### src/design/rss_params.svh
// What this block does
// - Eight segments, indexed 0 to 7, each with its own full set of settings.
// - Active segment adds its signed 30-bit step to the accumulator each tick until its duration count runs out.
// - Fastlock bit set turns on fastlock and slip reduction during the segment.
// - Half-rate bit set makes each tick last two clocks instead of one.
// - Duration counts ticks directly, 1 means one tick, up to 65536 ticks.
// - Segment marker field drives marker outputs, bit 0 and bit 1 each.
// - Clear bit set forces the accumulator to zero when that segment starts.
// - Advance selector picks duration end or event one, two or three.
// - A finished segment hands over to its programmed successor index.
// - Accumulator is clamped between signed 33-bit lower and upper limits.
`ifndef RSS_PARAMS_SVH
`define RSS_PARAMS_SVH
`define RSS_SEG_COUNT 8
`define RSS_IDX_W 3
`define RSS_STEP_W 30
`define RSS_DUR_W 16
`define RSS_CNT_W 17
`define RSS_ACC_W 33
`define RSS_ADDR_W 12
`define RSS_OFS_CTRL 12'h000
`define RSS_OFS_STATUS 12'h004
`define RSS_OFS_LOW_LO 12'h008
`define RSS_OFS_LOW_HI 12'h00c
`define RSS_OFS_HIGH_LO 12'h010
`define RSS_OFS_HIGH_HI 12'h014
`define RSS_OFS_ACC_LO 12'h018
`define RSS_OFS_ACC_HI 12'h01c
`define RSS_SEG_PAGE 4'h1
`define RSS_WORD_STEP 2'h0
`define RSS_WORD_DUR 2'h1
`define RSS_WORD_FLAGS 2'h2
`define RSS_FB_SPEEDUP 0
`define RSS_FB_HALF 1
`define RSS_FB_MARK_LO 2
`define RSS_FB_MARK_HI 3
`define RSS_FB_CLEAR 4
`define RSS_FB_ADV_LO 5
`define RSS_FB_ADV_HI 6
`define RSS_FB_NEXT_LO 7
`define RSS_FB_NEXT_HI 9
`define RSS_LOW_RESET 33'h000000000
`define RSS_HIGH_RESET 33'h0ffffffff
`define RSS_RESP_OKAY 2'h0
`define RSS_RESP_SLVERR 2'h2
`endif

### src/design/rss_pkg.sv
`include "rss_params.svh"
package rss_pkg;
  // Advance event choices, in selector code order.
  typedef enum logic [1:0] {
    RSS_ADV_COUNT,
    RSS_ADV_EVENT_ONE,
    RSS_ADV_EVENT_TWO,
    RSS_ADV_EVENT_THREE
  } rss_adv_t;

  // Sequencer states.
  typedef enum logic [1:0] {
    RSS_IDLE,
    RSS_LOAD,
    RSS_RUN
  } rss_state_t;

  // Settings of one segment.
  typedef struct packed {
    logic [`RSS_STEP_W-1:0] segment_step_value;
    logic [`RSS_DUR_W-1:0] segment_duration;
    logic segment_speedup_lock_enable;
    logic segment_half_rate_enable;
    logic [1:0] segment_marker_bits;
    logic segment_accumulator_clear;
    rss_adv_t segment_advance_select;
    logic [`RSS_IDX_W-1:0] segment_successor_index;
  } rss_seg_t;

  // Applies AXI byte strobes to a stored word.
  function automatic logic [31:0] rss_merge(input logic [31:0] old_word,
                                            input logic [31:0] new_word,
                                            input logic [3:0] strb);
    logic [31:0] result;
    result = old_word;
    for (int b = 0; b < 4; b++)
    begin
      if (strb[b])
      begin
        result[b*8 +: 8] = new_word[b*8 +: 8];
      end
    end
    return result;
  endfunction : rss_merge
endpackage : rss_pkg

### src/design/rss_seg_if.sv
`timescale 1ns/10ps
`include "rss_params.svh"
interface rss_seg_if;
  import rss_pkg::*;
  logic wr_en;
  logic [`RSS_IDX_W-1:0] wr_seg;
  logic [1:0] wr_word;
  logic [31:0] wr_data;
  logic [3:0] wr_strb;
  logic [`RSS_IDX_W-1:0] rd_seg;
  logic [1:0] rd_word;
  logic [31:0] rd_data;
  logic [`RSS_IDX_W-1:0] cur_seg;
  rss_seg_t cur;
  modport bank (input wr_en, wr_seg, wr_word, wr_data, wr_strb, rd_seg,
                rd_word, cur_seg, output rd_data, cur);
  modport user (output wr_en, wr_seg, wr_word, wr_data, wr_strb, rd_seg,
                rd_word, cur_seg, input rd_data, cur);
endinterface : rss_seg_if

### src/design/rss_seg_bank.sv
`timescale 1ns/10ps
`include "rss_params.svh"
module rss_seg_bank (
  input wire logic aclk,
  input wire logic aresetn,
  rss_seg_if.bank seg
);
  import rss_pkg::*;

  rss_seg_t entry [`RSS_SEG_COUNT];

  // Packs one entry into its three software words.
  function automatic logic [31:0] word_of(input rss_seg_t e,
                                          input logic [1:0] w);
    logic [31:0] r;
    r = 32'h00000000;
    case (w)
      `RSS_WORD_STEP: r[`RSS_STEP_W-1:0] = e.segment_step_value;
      `RSS_WORD_DUR: r[`RSS_DUR_W-1:0] = e.segment_duration;
      `RSS_WORD_FLAGS:
      begin
        r[`RSS_FB_SPEEDUP] = e.segment_speedup_lock_enable;
        r[`RSS_FB_HALF] = e.segment_half_rate_enable;
        r[`RSS_FB_MARK_HI:`RSS_FB_MARK_LO] = e.segment_marker_bits;
        r[`RSS_FB_CLEAR] = e.segment_accumulator_clear;
        r[`RSS_FB_ADV_HI:`RSS_FB_ADV_LO] = e.segment_advance_select;
        r[`RSS_FB_NEXT_HI:`RSS_FB_NEXT_LO] = e.segment_successor_index;
      end
      default: r = 32'h00000000;
    endcase
    return r;
  endfunction : word_of

  // Each segment keeps its own copy of every setting, cleared at reset.
  for (genvar i = 0; i < `RSS_SEG_COUNT; i++)
  begin : g_entry
    logic [31:0] merged;
    assign merged = rss_merge(word_of(entry[i], seg.wr_word), seg.wr_data,
                              seg.wr_strb);
    always_ff @(posedge aclk)
    begin
      if (!aresetn)
      begin
        entry[i] <= '0;
      end
      else if (seg.wr_en && seg.wr_seg == `RSS_IDX_W'(i))
      begin
        case (seg.wr_word)
          `RSS_WORD_STEP:
            entry[i].segment_step_value <= merged[`RSS_STEP_W-1:0];
          `RSS_WORD_DUR:
            entry[i].segment_duration <= merged[`RSS_DUR_W-1:0];
          `RSS_WORD_FLAGS:
          begin
            entry[i].segment_speedup_lock_enable <= merged[`RSS_FB_SPEEDUP];
            entry[i].segment_half_rate_enable <= merged[`RSS_FB_HALF];
            entry[i].segment_marker_bits <=
              merged[`RSS_FB_MARK_HI:`RSS_FB_MARK_LO];
            entry[i].segment_accumulator_clear <= merged[`RSS_FB_CLEAR];
            entry[i].segment_advance_select <=
              rss_adv_t'(merged[`RSS_FB_ADV_HI:`RSS_FB_ADV_LO]);
            entry[i].segment_successor_index <=
              merged[`RSS_FB_NEXT_HI:`RSS_FB_NEXT_LO];
          end
          default:
          begin
          end
        endcase
      end
    end
  end

  // Software read word and the settings of the running segment.
  assign seg.rd_data = word_of(entry[seg.rd_seg], seg.rd_word);
  assign seg.cur = entry[seg.cur_seg];
endmodule : rss_seg_bank

### src/design/rss_sequencer.sv
// The address map and the AXI4-Lite register port were left to the implementer.
`timescale 1ns/10ps
`include "rss_params.svh"
module rss_sequencer (
  input wire logic aclk,
  input wire logic aresetn,
  input wire logic [`RSS_ADDR_W-1:0] s_axi_awaddr,
  input wire logic s_axi_awvalid,
  output logic s_axi_awready,
  input wire logic [31:0] s_axi_wdata,
  input wire logic [3:0] s_axi_wstrb,
  input wire logic s_axi_wvalid,
  output logic s_axi_wready,
  output logic [1:0] s_axi_bresp,
  output logic s_axi_bvalid,
  input wire logic s_axi_bready,
  input wire logic [`RSS_ADDR_W-1:0] s_axi_araddr,
  input wire logic s_axi_arvalid,
  output logic s_axi_arready,
  output logic [31:0] s_axi_rdata,
  output logic [1:0] s_axi_rresp,
  output logic s_axi_rvalid,
  input wire logic s_axi_rready,
  input wire logic event_source_one,
  input wire logic event_source_two,
  input wire logic event_source_three,
  output logic marker_out_zero,
  output logic marker_out_one,
  output logic fastlock_enable,
  output logic slip_reduce_enable,
  output logic [`RSS_ACC_W-1:0] ramp_value,
  output logic [`RSS_IDX_W-1:0] active_segment,
  output logic ramp_running
);
  import rss_pkg::*;

  rss_seg_if seg ();

  rss_seg_bank u_bank (
    .aclk(aclk),
    .aresetn(aresetn),
    .seg(seg)
  );

  logic ramp_enable;
  logic ramp_enable_d;
  logic [`RSS_ACC_W-1:0] limit_low;
  logic [`RSS_ACC_W-1:0] limit_high;
  logic aw_hold;
  logic w_hold;
  logic ar_hold;
  logic [`RSS_ADDR_W-1:0] aw_addr;
  logic [`RSS_ADDR_W-1:0] ar_addr;
  logic [31:0] w_data;
  logic [3:0] w_strb;
  logic wr_go;
  logic rd_go;
  logic [2:0] sync_a;
  logic [2:0] sync_b;
  logic [2:0] sync_c;
  logic [2:0] event_pulse;
  rss_state_t state;
  logic [`RSS_CNT_W-1:0] count;
  logic half_phase;
  logic tick;
  logic advance;
  logic signed [`RSS_ACC_W:0] sum;
  logic signed [`RSS_ACC_W:0] low_ext;
  logic signed [`RSS_ACC_W:0] high_ext;
  logic [`RSS_ACC_W-1:0] next_ramp_value;
  logic [31:0] global_rd;
  logic global_hit_w;
  logic global_hit_r;
  logic seg_hit_w;
  logic seg_hit_r;

  // Address decode for the segment page and the global words.
  assign seg_hit_w = aw_addr[`RSS_ADDR_W-1:8] == `RSS_SEG_PAGE &&
                     aw_addr[7] == 1'b0 && aw_addr[3:2] != 2'h3;
  assign seg_hit_r = ar_addr[`RSS_ADDR_W-1:8] == `RSS_SEG_PAGE &&
                     ar_addr[7] == 1'b0 && ar_addr[3:2] != 2'h3;
  assign global_hit_w = aw_addr <= `RSS_OFS_ACC_HI;
  assign global_hit_r = ar_addr <= `RSS_OFS_ACC_HI;
  assign wr_go = aw_hold && w_hold && !s_axi_bvalid;
  assign rd_go = ar_hold && !s_axi_rvalid;

  // Segment bank write and read ports.
  assign seg.wr_en = wr_go && seg_hit_w;
  assign seg.wr_seg = aw_addr[6:4];
  assign seg.wr_word = aw_addr[3:2];
  assign seg.wr_data = w_data;
  assign seg.wr_strb = w_strb;
  assign seg.rd_seg = ar_addr[6:4];
  assign seg.rd_word = ar_addr[3:2];
  assign seg.cur_seg = active_segment;

  // Write address and data channels are taken in either order.
  always_ff @(posedge aclk)
  begin
    if (!aresetn)
    begin
      aw_hold <= 1'b0;
      w_hold <= 1'b0;
      aw_addr <= '0;
      w_data <= 32'h00000000;
      w_strb <= 4'h0;
      s_axi_awready <= 1'b1;
      s_axi_wready <= 1'b1;
    end
    else
    begin
      if (s_axi_awvalid && s_axi_awready)
      begin
        aw_hold <= 1'b1;
        aw_addr <= s_axi_awaddr;
        s_axi_awready <= 1'b0;
      end
      else if (wr_go)
      begin
        aw_hold <= 1'b0;
      end
      if (s_axi_wvalid && s_axi_wready)
      begin
        w_hold <= 1'b1;
        w_data <= s_axi_wdata;
        w_strb <= s_axi_wstrb;
        s_axi_wready <= 1'b0;
      end
      else if (wr_go)
      begin
        w_hold <= 1'b0;
      end
      if (s_axi_bvalid && s_axi_bready)
      begin
        s_axi_awready <= 1'b1;
        s_axi_wready <= 1'b1;
      end
    end
  end

  // Write response follows both halves; unmapped writes answer SLVERR.
  always_ff @(posedge aclk)
  begin
    if (!aresetn)
    begin
      s_axi_bvalid <= 1'b0;
      s_axi_bresp <= `RSS_RESP_OKAY;
    end
    else if (wr_go)
    begin
      s_axi_bvalid <= 1'b1;
      s_axi_bresp <= (seg_hit_w || global_hit_w) ? `RSS_RESP_OKAY :
                     `RSS_RESP_SLVERR;
    end
    else if (s_axi_bready)
    begin
      s_axi_bvalid <= 1'b0;
    end
  end

  // Global control words; limits hold their reset values until written.
  always_ff @(posedge aclk)
  begin
    if (!aresetn)
    begin
      ramp_enable <= 1'b0;
      limit_low <= `RSS_LOW_RESET;
      limit_high <= `RSS_HIGH_RESET;
    end
    else if (wr_go)
    begin
      case (aw_addr)
        `RSS_OFS_CTRL:
          if (w_strb[0]) ramp_enable <= w_data[0];
        `RSS_OFS_LOW_LO:
          limit_low[31:0] <= rss_merge(limit_low[31:0], w_data, w_strb);
        `RSS_OFS_LOW_HI:
          if (w_strb[0]) limit_low[32] <= w_data[0];
        `RSS_OFS_HIGH_LO:
          limit_high[31:0] <= rss_merge(limit_high[31:0], w_data, w_strb);
        `RSS_OFS_HIGH_HI:
          if (w_strb[0]) limit_high[32] <= w_data[0];
        default:
        begin
        end
      endcase
    end
  end

  // Read mux for the global words, status shows the sequencer's own state.
  always_comb
  begin
    global_rd = 32'h00000000;
    case (ar_addr)
      `RSS_OFS_CTRL: global_rd[0] = ramp_enable;
      `RSS_OFS_STATUS: global_rd[6:0] = {marker_out_one, marker_out_zero,
                                         active_segment, 1'b0, ramp_running};
      `RSS_OFS_LOW_LO: global_rd = limit_low[31:0];
      `RSS_OFS_LOW_HI: global_rd[0] = limit_low[32];
      `RSS_OFS_HIGH_LO: global_rd = limit_high[31:0];
      `RSS_OFS_HIGH_HI: global_rd[0] = limit_high[32];
      `RSS_OFS_ACC_LO: global_rd = ramp_value[31:0];
      `RSS_OFS_ACC_HI: global_rd[0] = ramp_value[32];
      default: global_rd = 32'h00000000;
    endcase
  end

  // Read channel: one read at a time, data two cycles after the address handshake.
  always_ff @(posedge aclk)
  begin
    if (!aresetn)
    begin
      ar_hold <= 1'b0;
      ar_addr <= '0;
      s_axi_arready <= 1'b1;
      s_axi_rvalid <= 1'b0;
      s_axi_rdata <= 32'h00000000;
      s_axi_rresp <= `RSS_RESP_OKAY;
    end
    else
    begin
      if (s_axi_arvalid && s_axi_arready)
      begin
        ar_hold <= 1'b1;
        ar_addr <= s_axi_araddr;
        s_axi_arready <= 1'b0;
      end
      else if (rd_go)
      begin
        ar_hold <= 1'b0;
        s_axi_rvalid <= 1'b1;
        s_axi_rdata <= seg_hit_r ? seg.rd_data :
                       (global_hit_r ? global_rd : 32'h00000000);
        s_axi_rresp <= (seg_hit_r || global_hit_r) ? `RSS_RESP_OKAY :
                       `RSS_RESP_SLVERR;
      end
      else if (s_axi_rvalid && s_axi_rready)
      begin
        s_axi_rvalid <= 1'b0;
        s_axi_arready <= 1'b1;
      end
    end
  end

  // Event pins pass two flip-flops; a third stage finds the rising edge.
  always_ff @(posedge aclk)
  begin
    if (!aresetn)
    begin
      sync_a <= 3'h0;
      sync_b <= 3'h0;
      sync_c <= 3'h0;
    end
    else
    begin
      sync_a <= {sync_a[1:0], event_source_one};
      sync_b <= {sync_b[1:0], event_source_two};
      sync_c <= {sync_c[1:0], event_source_three};
    end
  end
  assign event_pulse = {sync_c[1] & ~sync_c[2], sync_b[1] & ~sync_b[2],
                        sync_a[1] & ~sync_a[2]};

  // A tick is every clock, or every second clock at half rate.
  assign tick = state == RSS_RUN &&
                (!seg.cur.segment_half_rate_enable || half_phase);

  // Selected event ends the segment: count end or one of three events.
  always_comb
  begin
    advance = 1'b0;
    if (state == RSS_RUN)
    begin
      case (seg.cur.segment_advance_select)
        RSS_ADV_COUNT: advance = tick && count == `RSS_CNT_W'(1);
        RSS_ADV_EVENT_ONE: advance = event_pulse[0];
        RSS_ADV_EVENT_TWO: advance = event_pulse[1];
        RSS_ADV_EVENT_THREE: advance = event_pulse[2];
        default: advance = 1'b0;
      endcase
    end
  end

  // Next accumulator value, clamped to the signed limits.
  assign sum = $signed({ramp_value[`RSS_ACC_W-1], ramp_value}) +
               $signed({{(`RSS_ACC_W+1-`RSS_STEP_W){
                 seg.cur.segment_step_value[`RSS_STEP_W-1]}},
                 seg.cur.segment_step_value});
  assign low_ext = $signed({limit_low[`RSS_ACC_W-1], limit_low});
  assign high_ext = $signed({limit_high[`RSS_ACC_W-1], limit_high});
  always_comb
  begin
    next_ramp_value = sum[`RSS_ACC_W-1:0];
    if (sum > high_ext)
    begin
      next_ramp_value = limit_high;
    end
    else if (sum < low_ext)
    begin
      next_ramp_value = limit_low;
    end
  end

  // Sequencer state, segment index, tick counter and half-rate phase.
  always_ff @(posedge aclk)
  begin
    if (!aresetn)
    begin
      state <= RSS_IDLE;
      ramp_enable_d <= 1'b0;
      active_segment <= '0;
      count <= '0;
      half_phase <= 1'b0;
    end
    else
    begin
      ramp_enable_d <= ramp_enable;
      case (state)
        RSS_IDLE:
          if (ramp_enable && !ramp_enable_d)
          begin
            active_segment <= '0;
            state <= RSS_LOAD;
          end
        RSS_LOAD:
        begin
          // A zero duration stands for the longest segment.
          count <= {seg.cur.segment_duration == '0,
                    seg.cur.segment_duration};
          half_phase <= 1'b0;
          state <= RSS_RUN;
        end
        RSS_RUN:
        begin
          half_phase <= seg.cur.segment_half_rate_enable && !half_phase;
          if (tick && count != '0)
          begin
            count <= count - `RSS_CNT_W'(1);
          end
          if (advance)
          begin
            active_segment <= seg.cur.segment_successor_index;
            state <= RSS_LOAD;
          end
        end
        default: state <= RSS_IDLE;
      endcase
      if (!ramp_enable)
      begin
        state <= RSS_IDLE;
      end
    end
  end

  // Accumulator: cleared at segment start on request, stepped per tick while the count is nonzero.
  always_ff @(posedge aclk)
  begin
    if (!aresetn)
    begin
      ramp_value <= '0;
    end
    else if (state == RSS_LOAD && seg.cur.segment_accumulator_clear)
    begin
      ramp_value <= '0;
    end
    else if (tick && count != '0)
    begin
      ramp_value <= next_ramp_value;
    end
  end

  // Segment outputs follow the running segment and clear when idle.
  always_ff @(posedge aclk)
  begin
    if (!aresetn || state == RSS_IDLE)
    begin
      marker_out_zero <= 1'b0;
      marker_out_one <= 1'b0;
      fastlock_enable <= 1'b0;
      slip_reduce_enable <= 1'b0;
      ramp_running <= 1'b0;
    end
    else
    begin
      marker_out_zero <= seg.cur.segment_marker_bits[0];
      marker_out_one <= seg.cur.segment_marker_bits[1];
      fastlock_enable <= seg.cur.segment_speedup_lock_enable;
      slip_reduce_enable <= seg.cur.segment_speedup_lock_enable;
      ramp_running <= 1'b1;
    end
  end
endmodule : rss_sequencer

### config.mk
export PLATFORM = sky130hd
export DESIGN_NAME = rss_sequencer
export DESIGN_NICKNAME = d
export VERILOG_FILES = /design/src/design/rss_pkg.sv /design/src/design/rss_seg_if.sv /design/src/design/rss_seg_bank.sv /design/src/design/rss_sequencer.sv
export VERILOG_INCLUDE_DIRS = /design/src /design/src/design
export SDC_FILE = /design/constraint.sdc
export NUM_CORES = 2
export LEC_CHECK = 0
export BUFFER_PORTS_ARGS = -buffer_cell sky130_fd_sc_hd__buf_2
export CAP_MARGIN = 10
export CORE_MARGIN = 5
export CORE_UTILIZATION = 25
export CTS_BUF_LIST = sky130_fd_sc_hd__clkbuf_8 sky130_fd_sc_hd__clkbuf_16
export CTS_CLUSTER_SIZE = 10
export DETAILED_ROUTE_END_ITERATION = 10
export GPL_TIMING_DRIVEN = 1
export SLEW_MARGIN = 20
export SYNTH_ARGS = -nofsm -noshare
export SYNTH_HDL_FRONTEND = slang
export SYNTH_SLANG_ARGS = --single-unit
### constraint.sdc
create_clock -name aclk -period 8.65 [get_ports aclk]
set_input_delay 0.4325 -clock aclk [delete_from_list [all_inputs] [get_ports aclk]]
set_output_delay 0.4325 -clock aclk [all_outputs]
set_load 0.01 [all_outputs]
After elaboration in Yosys (flattened, before gate mapping)
Memory sizes are Yosys's and may differ from the RTL's. A register that Yosys moved wholly into a read port is not among the register bits.
Index checks and enable logic that the tools add are counted.

cells by class
  add/subtract/negate cells = 2
  $lt $le $gt $ge = 4
  equality and inequality tests = 36
  mux-type cells = 236
  bitwise gates (word level) = 74
  reductions and logical operators = 74

operators by type and width
  operator                                                                 number
  10-bit case mux with 3 select lines                                      9
  30-bit 2-to-1 mux                                                        8
  8-bit 2-to-1 mux                                                         24
  16-bit 2-to-1 mux                                                        8
  14-bit 2-to-1 mux                                                        9
  1-bit 2-to-1 mux                                                         114
  6-bit case mux with 2 select lines                                       9
  25-bit case mux with 3 select lines                                      1
  12-bit by 5-bit equality test with 1-bit output (second input constant)  6
  33-bit 2-to-1 mux                                                        2
  32-bit 2-to-1 mux                                                        2
  1-bit bitwise OR                                                         64
  12-bit by 4-bit equality test with 1-bit output (second input constant)  4
  6-bit 2-to-1 mux                                                         8
  3-bit 2-to-1 mux                                                         14
  2-bit 2-to-1 mux                                                         20
  3-bit AND reduction                                                      12
  33-bit by 30-bit adder with 34-bit output                                1
  34-bit by 33-bit greater-than comparator with 1-bit output               1
  34-bit by 33-bit less-than comparator with 1-bit output                  1
  17-bit case mux with 2 select lines                                      1
  1-bit logical AND                                                        27
  12-bit by 5-bit <= comparator with 1-bit output (second input constant)  2
  12-bit logical NOT                                                       2
  29 further kinds                                                         77

storage, ports and cells
  flip-flop bits (word level) = 241
  bits in writable memories = 448
  logic and storage cells = 466
  memories = 1

memory list
  name          depth  bits a word  read ports  clocked after memory_dff  write ports  RTL line            text
  u_bank.entry  8      56           10          2                         8            rss_seg_bank.sv:10  rss_seg_t entry [`RSS_SEG_COUNT];

Logic depth before layout (Yosys ltp)
  word-level depth = 10
  mapped depth = 29
  mapped depth without buffers = 22

Hierarchy
Synthesis repeated with hierarchy kept, for this count alone.

unflattened totals
  cells, all modules = 3840
  area total of the unflattened synthesis = 39988.4 µm²

modules (own cells, without submodules)
  module         instances  cells an instance  area each (µm²)  sequential area each (µm²)
  rss_seg_bank   1          2093               26085.0          13452.9
  rss_sequencer  1          1747               13903.3          4784.6

Worst setup path after synthesis
OpenSTA, ideal clock, no wires.

  path kind = register to register
  from = register (tool-made name)
  to = register ramp_value[27]
  library setup time = 91 ps
  arrival = 7106 ps
  path slack = 1453 ps
  stages on the path, launching flop included = 28
  cells stage by stage = dfxtp_1 buf_2 buf_2 buf_4 buf_2 buf_2 mux4_2 mux2_2 ha_1 fa_1 a21o_1 a311oi_1 or3_1 a211oi_1 or2_2 a311o_1 a21oi_1 xnor2_1 ha_1 and4_1 and4_1 a221oi_1 o21ai_0 a211oi_2 mux2i_1 clkbuf_1 nand2_1 a311oi_1

RTL lines
  item                  RTL line              text
  end signal, assigned  rss_sequencer.sv:368  ramp_value <= next_ramp_value;
  end, declared         rss_sequencer.sv:31   output logic [`RSS_ACC_W-1:0] ramp_value,

==> results.toml <==
[placement]
numPortBuffers = 149
dp_cells = 5790
gp_congestion = 0.9598
dp_hpwl_um = 105000

[critical_path]
critical_path_class = "flop to flop"
cp.arrival_ns = 8.12
start_kind = "flop"
worstPathRequired_ns = 9.27
rrSetupSlack_ns = 1.15
r2r_cells = 23
worstPathMaxFanout = 49
end_kind = "flop"
reg2reg_to = "ramp_value[0]"

[synth]
yosysTopAreaCell = "edfxtp_1"
synthFlopType = "edfxtp_1"
ys_types = 76
synth.area.top_cells = "edfxtp_1 (34%), mux4_2 (13%), dfxtp_1 (12%), nor2_1 (5.6%), nand2_1 (4.7%)"
synth.most_common_cell = "nor2_1"
synth_cells = 3788
synthArstFlopShare_pct = 0
ys_ff_latch = 693
syn_area_per_cell_um2 = 10.39
synthDominantCellAreaShare_pct = 34.17
yosys_warnings = 0
netlist_area_um2 = 39380
yosysSeqAreaShare_pct = 46.62
synthTopCellsByCount = "nor2_1 (589), nand2_1 (490), edfxtp_1 (448)"
synth-edff-count = 448

[clock_tree]
clockBufferDepth = 3
cts_tree = "built"
cts_setup_buffers = 0
clkTransAtPathRegs_ns = 0.06
clk_latency_ns = 0.67
cts-root-buf = "clkbuf_16"
cts_buffers = 81
cts.htree.levels = 3
cts.sinks = 693

[finish]
final_cells = 5980
fillers = 16220
fin_util_pct = 28.87
syn_to_final_growth_pct = 14.67
drive_above_1_share_pct = 17.52
nNetsFinal = 4036

[floorplanning]
die_x_um = 406.9
start_util_pct = 25.18
die_y_um = 406.9
io_pins = 152
die_area_um2 = 165500
coreArea_um2 = 156400
rows = 145

[routing]
routed_wirelength_um = 150800
via_per_inst = 5.409
route.detailed.drc = 0
drt_iter0_drc = 3999
wl_per_cell_um = 25.22
antenna_left = 0
firstDrtPassIters = 6
num_vias = 32350

[sta]
relSlewSlack_pct = 20.25
finClkSkew_ns = 0.01984
tns_ns = 0
max_freq_mhz = 133.4
tightest_slew_ns = 1.192
drv_slew = 0
rsz0062_at_grt = "no"
setup_violations = 0
post-route-min-period_ns = 7.496
finalHoldViolCount = 0
post-route-period-util_pct = 86.66

[global_route]
grt_pass1_wl_um = 214200
antenna_found_initial = 6
grt_pass1_vias = 31170
grt_max_degree = 82
grt-ovfl-total = 0
grt_use_total_pct = 17.59

[power]
p_leak_nw = 15.73
power.density_nw_per_um2 = 171.5
ir_worst_vdd_uv = 142.5
p_total_w = 0.007745

[hold_path]
hp-class = "input pin to flop"
whs_path_depth = 3
worstHoldStart = "s_axi_araddr[4]"

[run_status]
status = "completed"

[job]
maxCapViolCount = 0
[area by class of cell]
type / count / area, um2 / share of cell area [%]
antenna: 1 / 2.502 / 0.005542
clock buffer: 87 / 2143 / 4.747
sequential: 693 / 18390 / 40.73
multi-input combinational: 2714 / 19640 / 43.50
tap: 2058 / 2575 / 5.703
timing repair buffer: 264 / 1762 / 3.902
clock inverter: 57 / 236.5 / 0.5237
inverter: 106 / 402.9 / 0.8923
[report_power, final]
group / total (W) / leakage [nW] / internal (W) / switching [W]
Sequential: 0.00375 / 6.51 / 0.00363 / 0.000121
Combinational: 0.000834 / 7.87 / 0.000308 / 0.000526
Clock: 0.00316 / 1.35 / 0.00176 / 0.00140
Total: 0.00774 / 15.7 / 0.00570 / 0.00205
[metrics by stage]
stage	area, um2	hold WS (ns)	setup slack (ns)
2_1_floorplan	39380	0.4119	1.453
3_3_place_gp	42310	0.4210	1.364
3_5_place_dp	42310	0.4209	1.229
4_1_cts	45140	0.002461	1.201
5_1_grt	45150	0.03317	0.6182
6_report	45150	0.03022	1.154
[metal layers]
layer	vias to the layer above	track usage [%]	routed length, um
met2	1923	28.19	68850
met3	395	3.868	15770
met4	6	9.724	9200
met5	-	0	39
li1	14050	-	-
met1	15970	22.07	56940
[placed cells by master (no fill, tap or decap), types with 45 or more instances in the layout]
cell type,Yosys,routed
edfxtp_1,448,448
buf_4,4,68
a21oi_1,322,322
dlygate4sd3_1,0,45
dfxtp_1,245,235
ha_1,105,105
nand2_1,490,490
mux2i_1,154,153
inv_1,106,155
buf_2,29,148
mux2_2,89,89
nor2_1,589,586
mux4_2,233,233
clkbuf_16,0,84
o21ai_0,217,201
[worst max path at each step]
stage / cells past startpoint / startpoint / end / slack (ns)
after floorplan: 27 / flop / ramp_value[27] / 1.45
after CTS: 23 / flop / ramp_value[0] / 1.20
after global placement: 24 / flop / ramp_value[2] / 1.36
after detailed placement: 23 / flop / ramp_value[0] / 1.23
final: 23 / flop / ramp_value[0] / 1.15
after global routing: 22 / flop / ramp_value[4] / 0.62
[worst max-delay path, stage by stage, from the launching register on]
cell and delay [ns]:
dfxtp_4 0.56, buf_12 0.36, buf_4 0.37, mux4_2 0.34, mux2_2 0.31, ha_1 0.37, a21o_1 0.24, a221o_1 0.32
a21o_1 0.20, nor2b_1 0.13, nor3_1 0.50, o21ai_0 0.22, a211o_1 0.34, and2_1 0.18, ha_1 0.32, nand4_1 0.13
nor4_1 0.53, nand3_1 0.18, o41ai_1 0.34, mux2_2 0.61, buf_4 0.42, o21ai_0 0.14, a31oi_1 0.17, a21o_1 0.10
[repair_timing]
item / in CTS / in global routing
endpoints found under the setup margin: 0 / 0
hold buffers: 45 / 0
gates resized for setup: 0 / 0
endpoints found under the hold margin: 45 / 0
[sequential cells by signal, indices dropped and copies added, names as in the netlist, 4 cells and up, named ones only]
| signal | count |
|---|---|
| ar_addr | 12 |
| aw_addr | 12 |
| count | 17 |
| limit_high | 33 |
| limit_low | 33 |
| ramp_value | 33 |
| s_axi_rdata | 32 |
| seg.wr_data | 32 |
| seg.wr_strb | 4 |
| u_bank.entry | 448 |
[logic make-up after synthesis]
kind of cell	Yosys count	share of synthesized area, %
AOI/OAI and AO/OA	806	12.12
xor gates and xnor gates	26	0.5783
adders and majority gates	106	3.387
buffers and inverters	382	3.791
DFF	693	46.62
muxes	476	19.79
other	1	0.009524
and+or+nand+nor	1298	13.70
(Power assumes the default switching activity.)
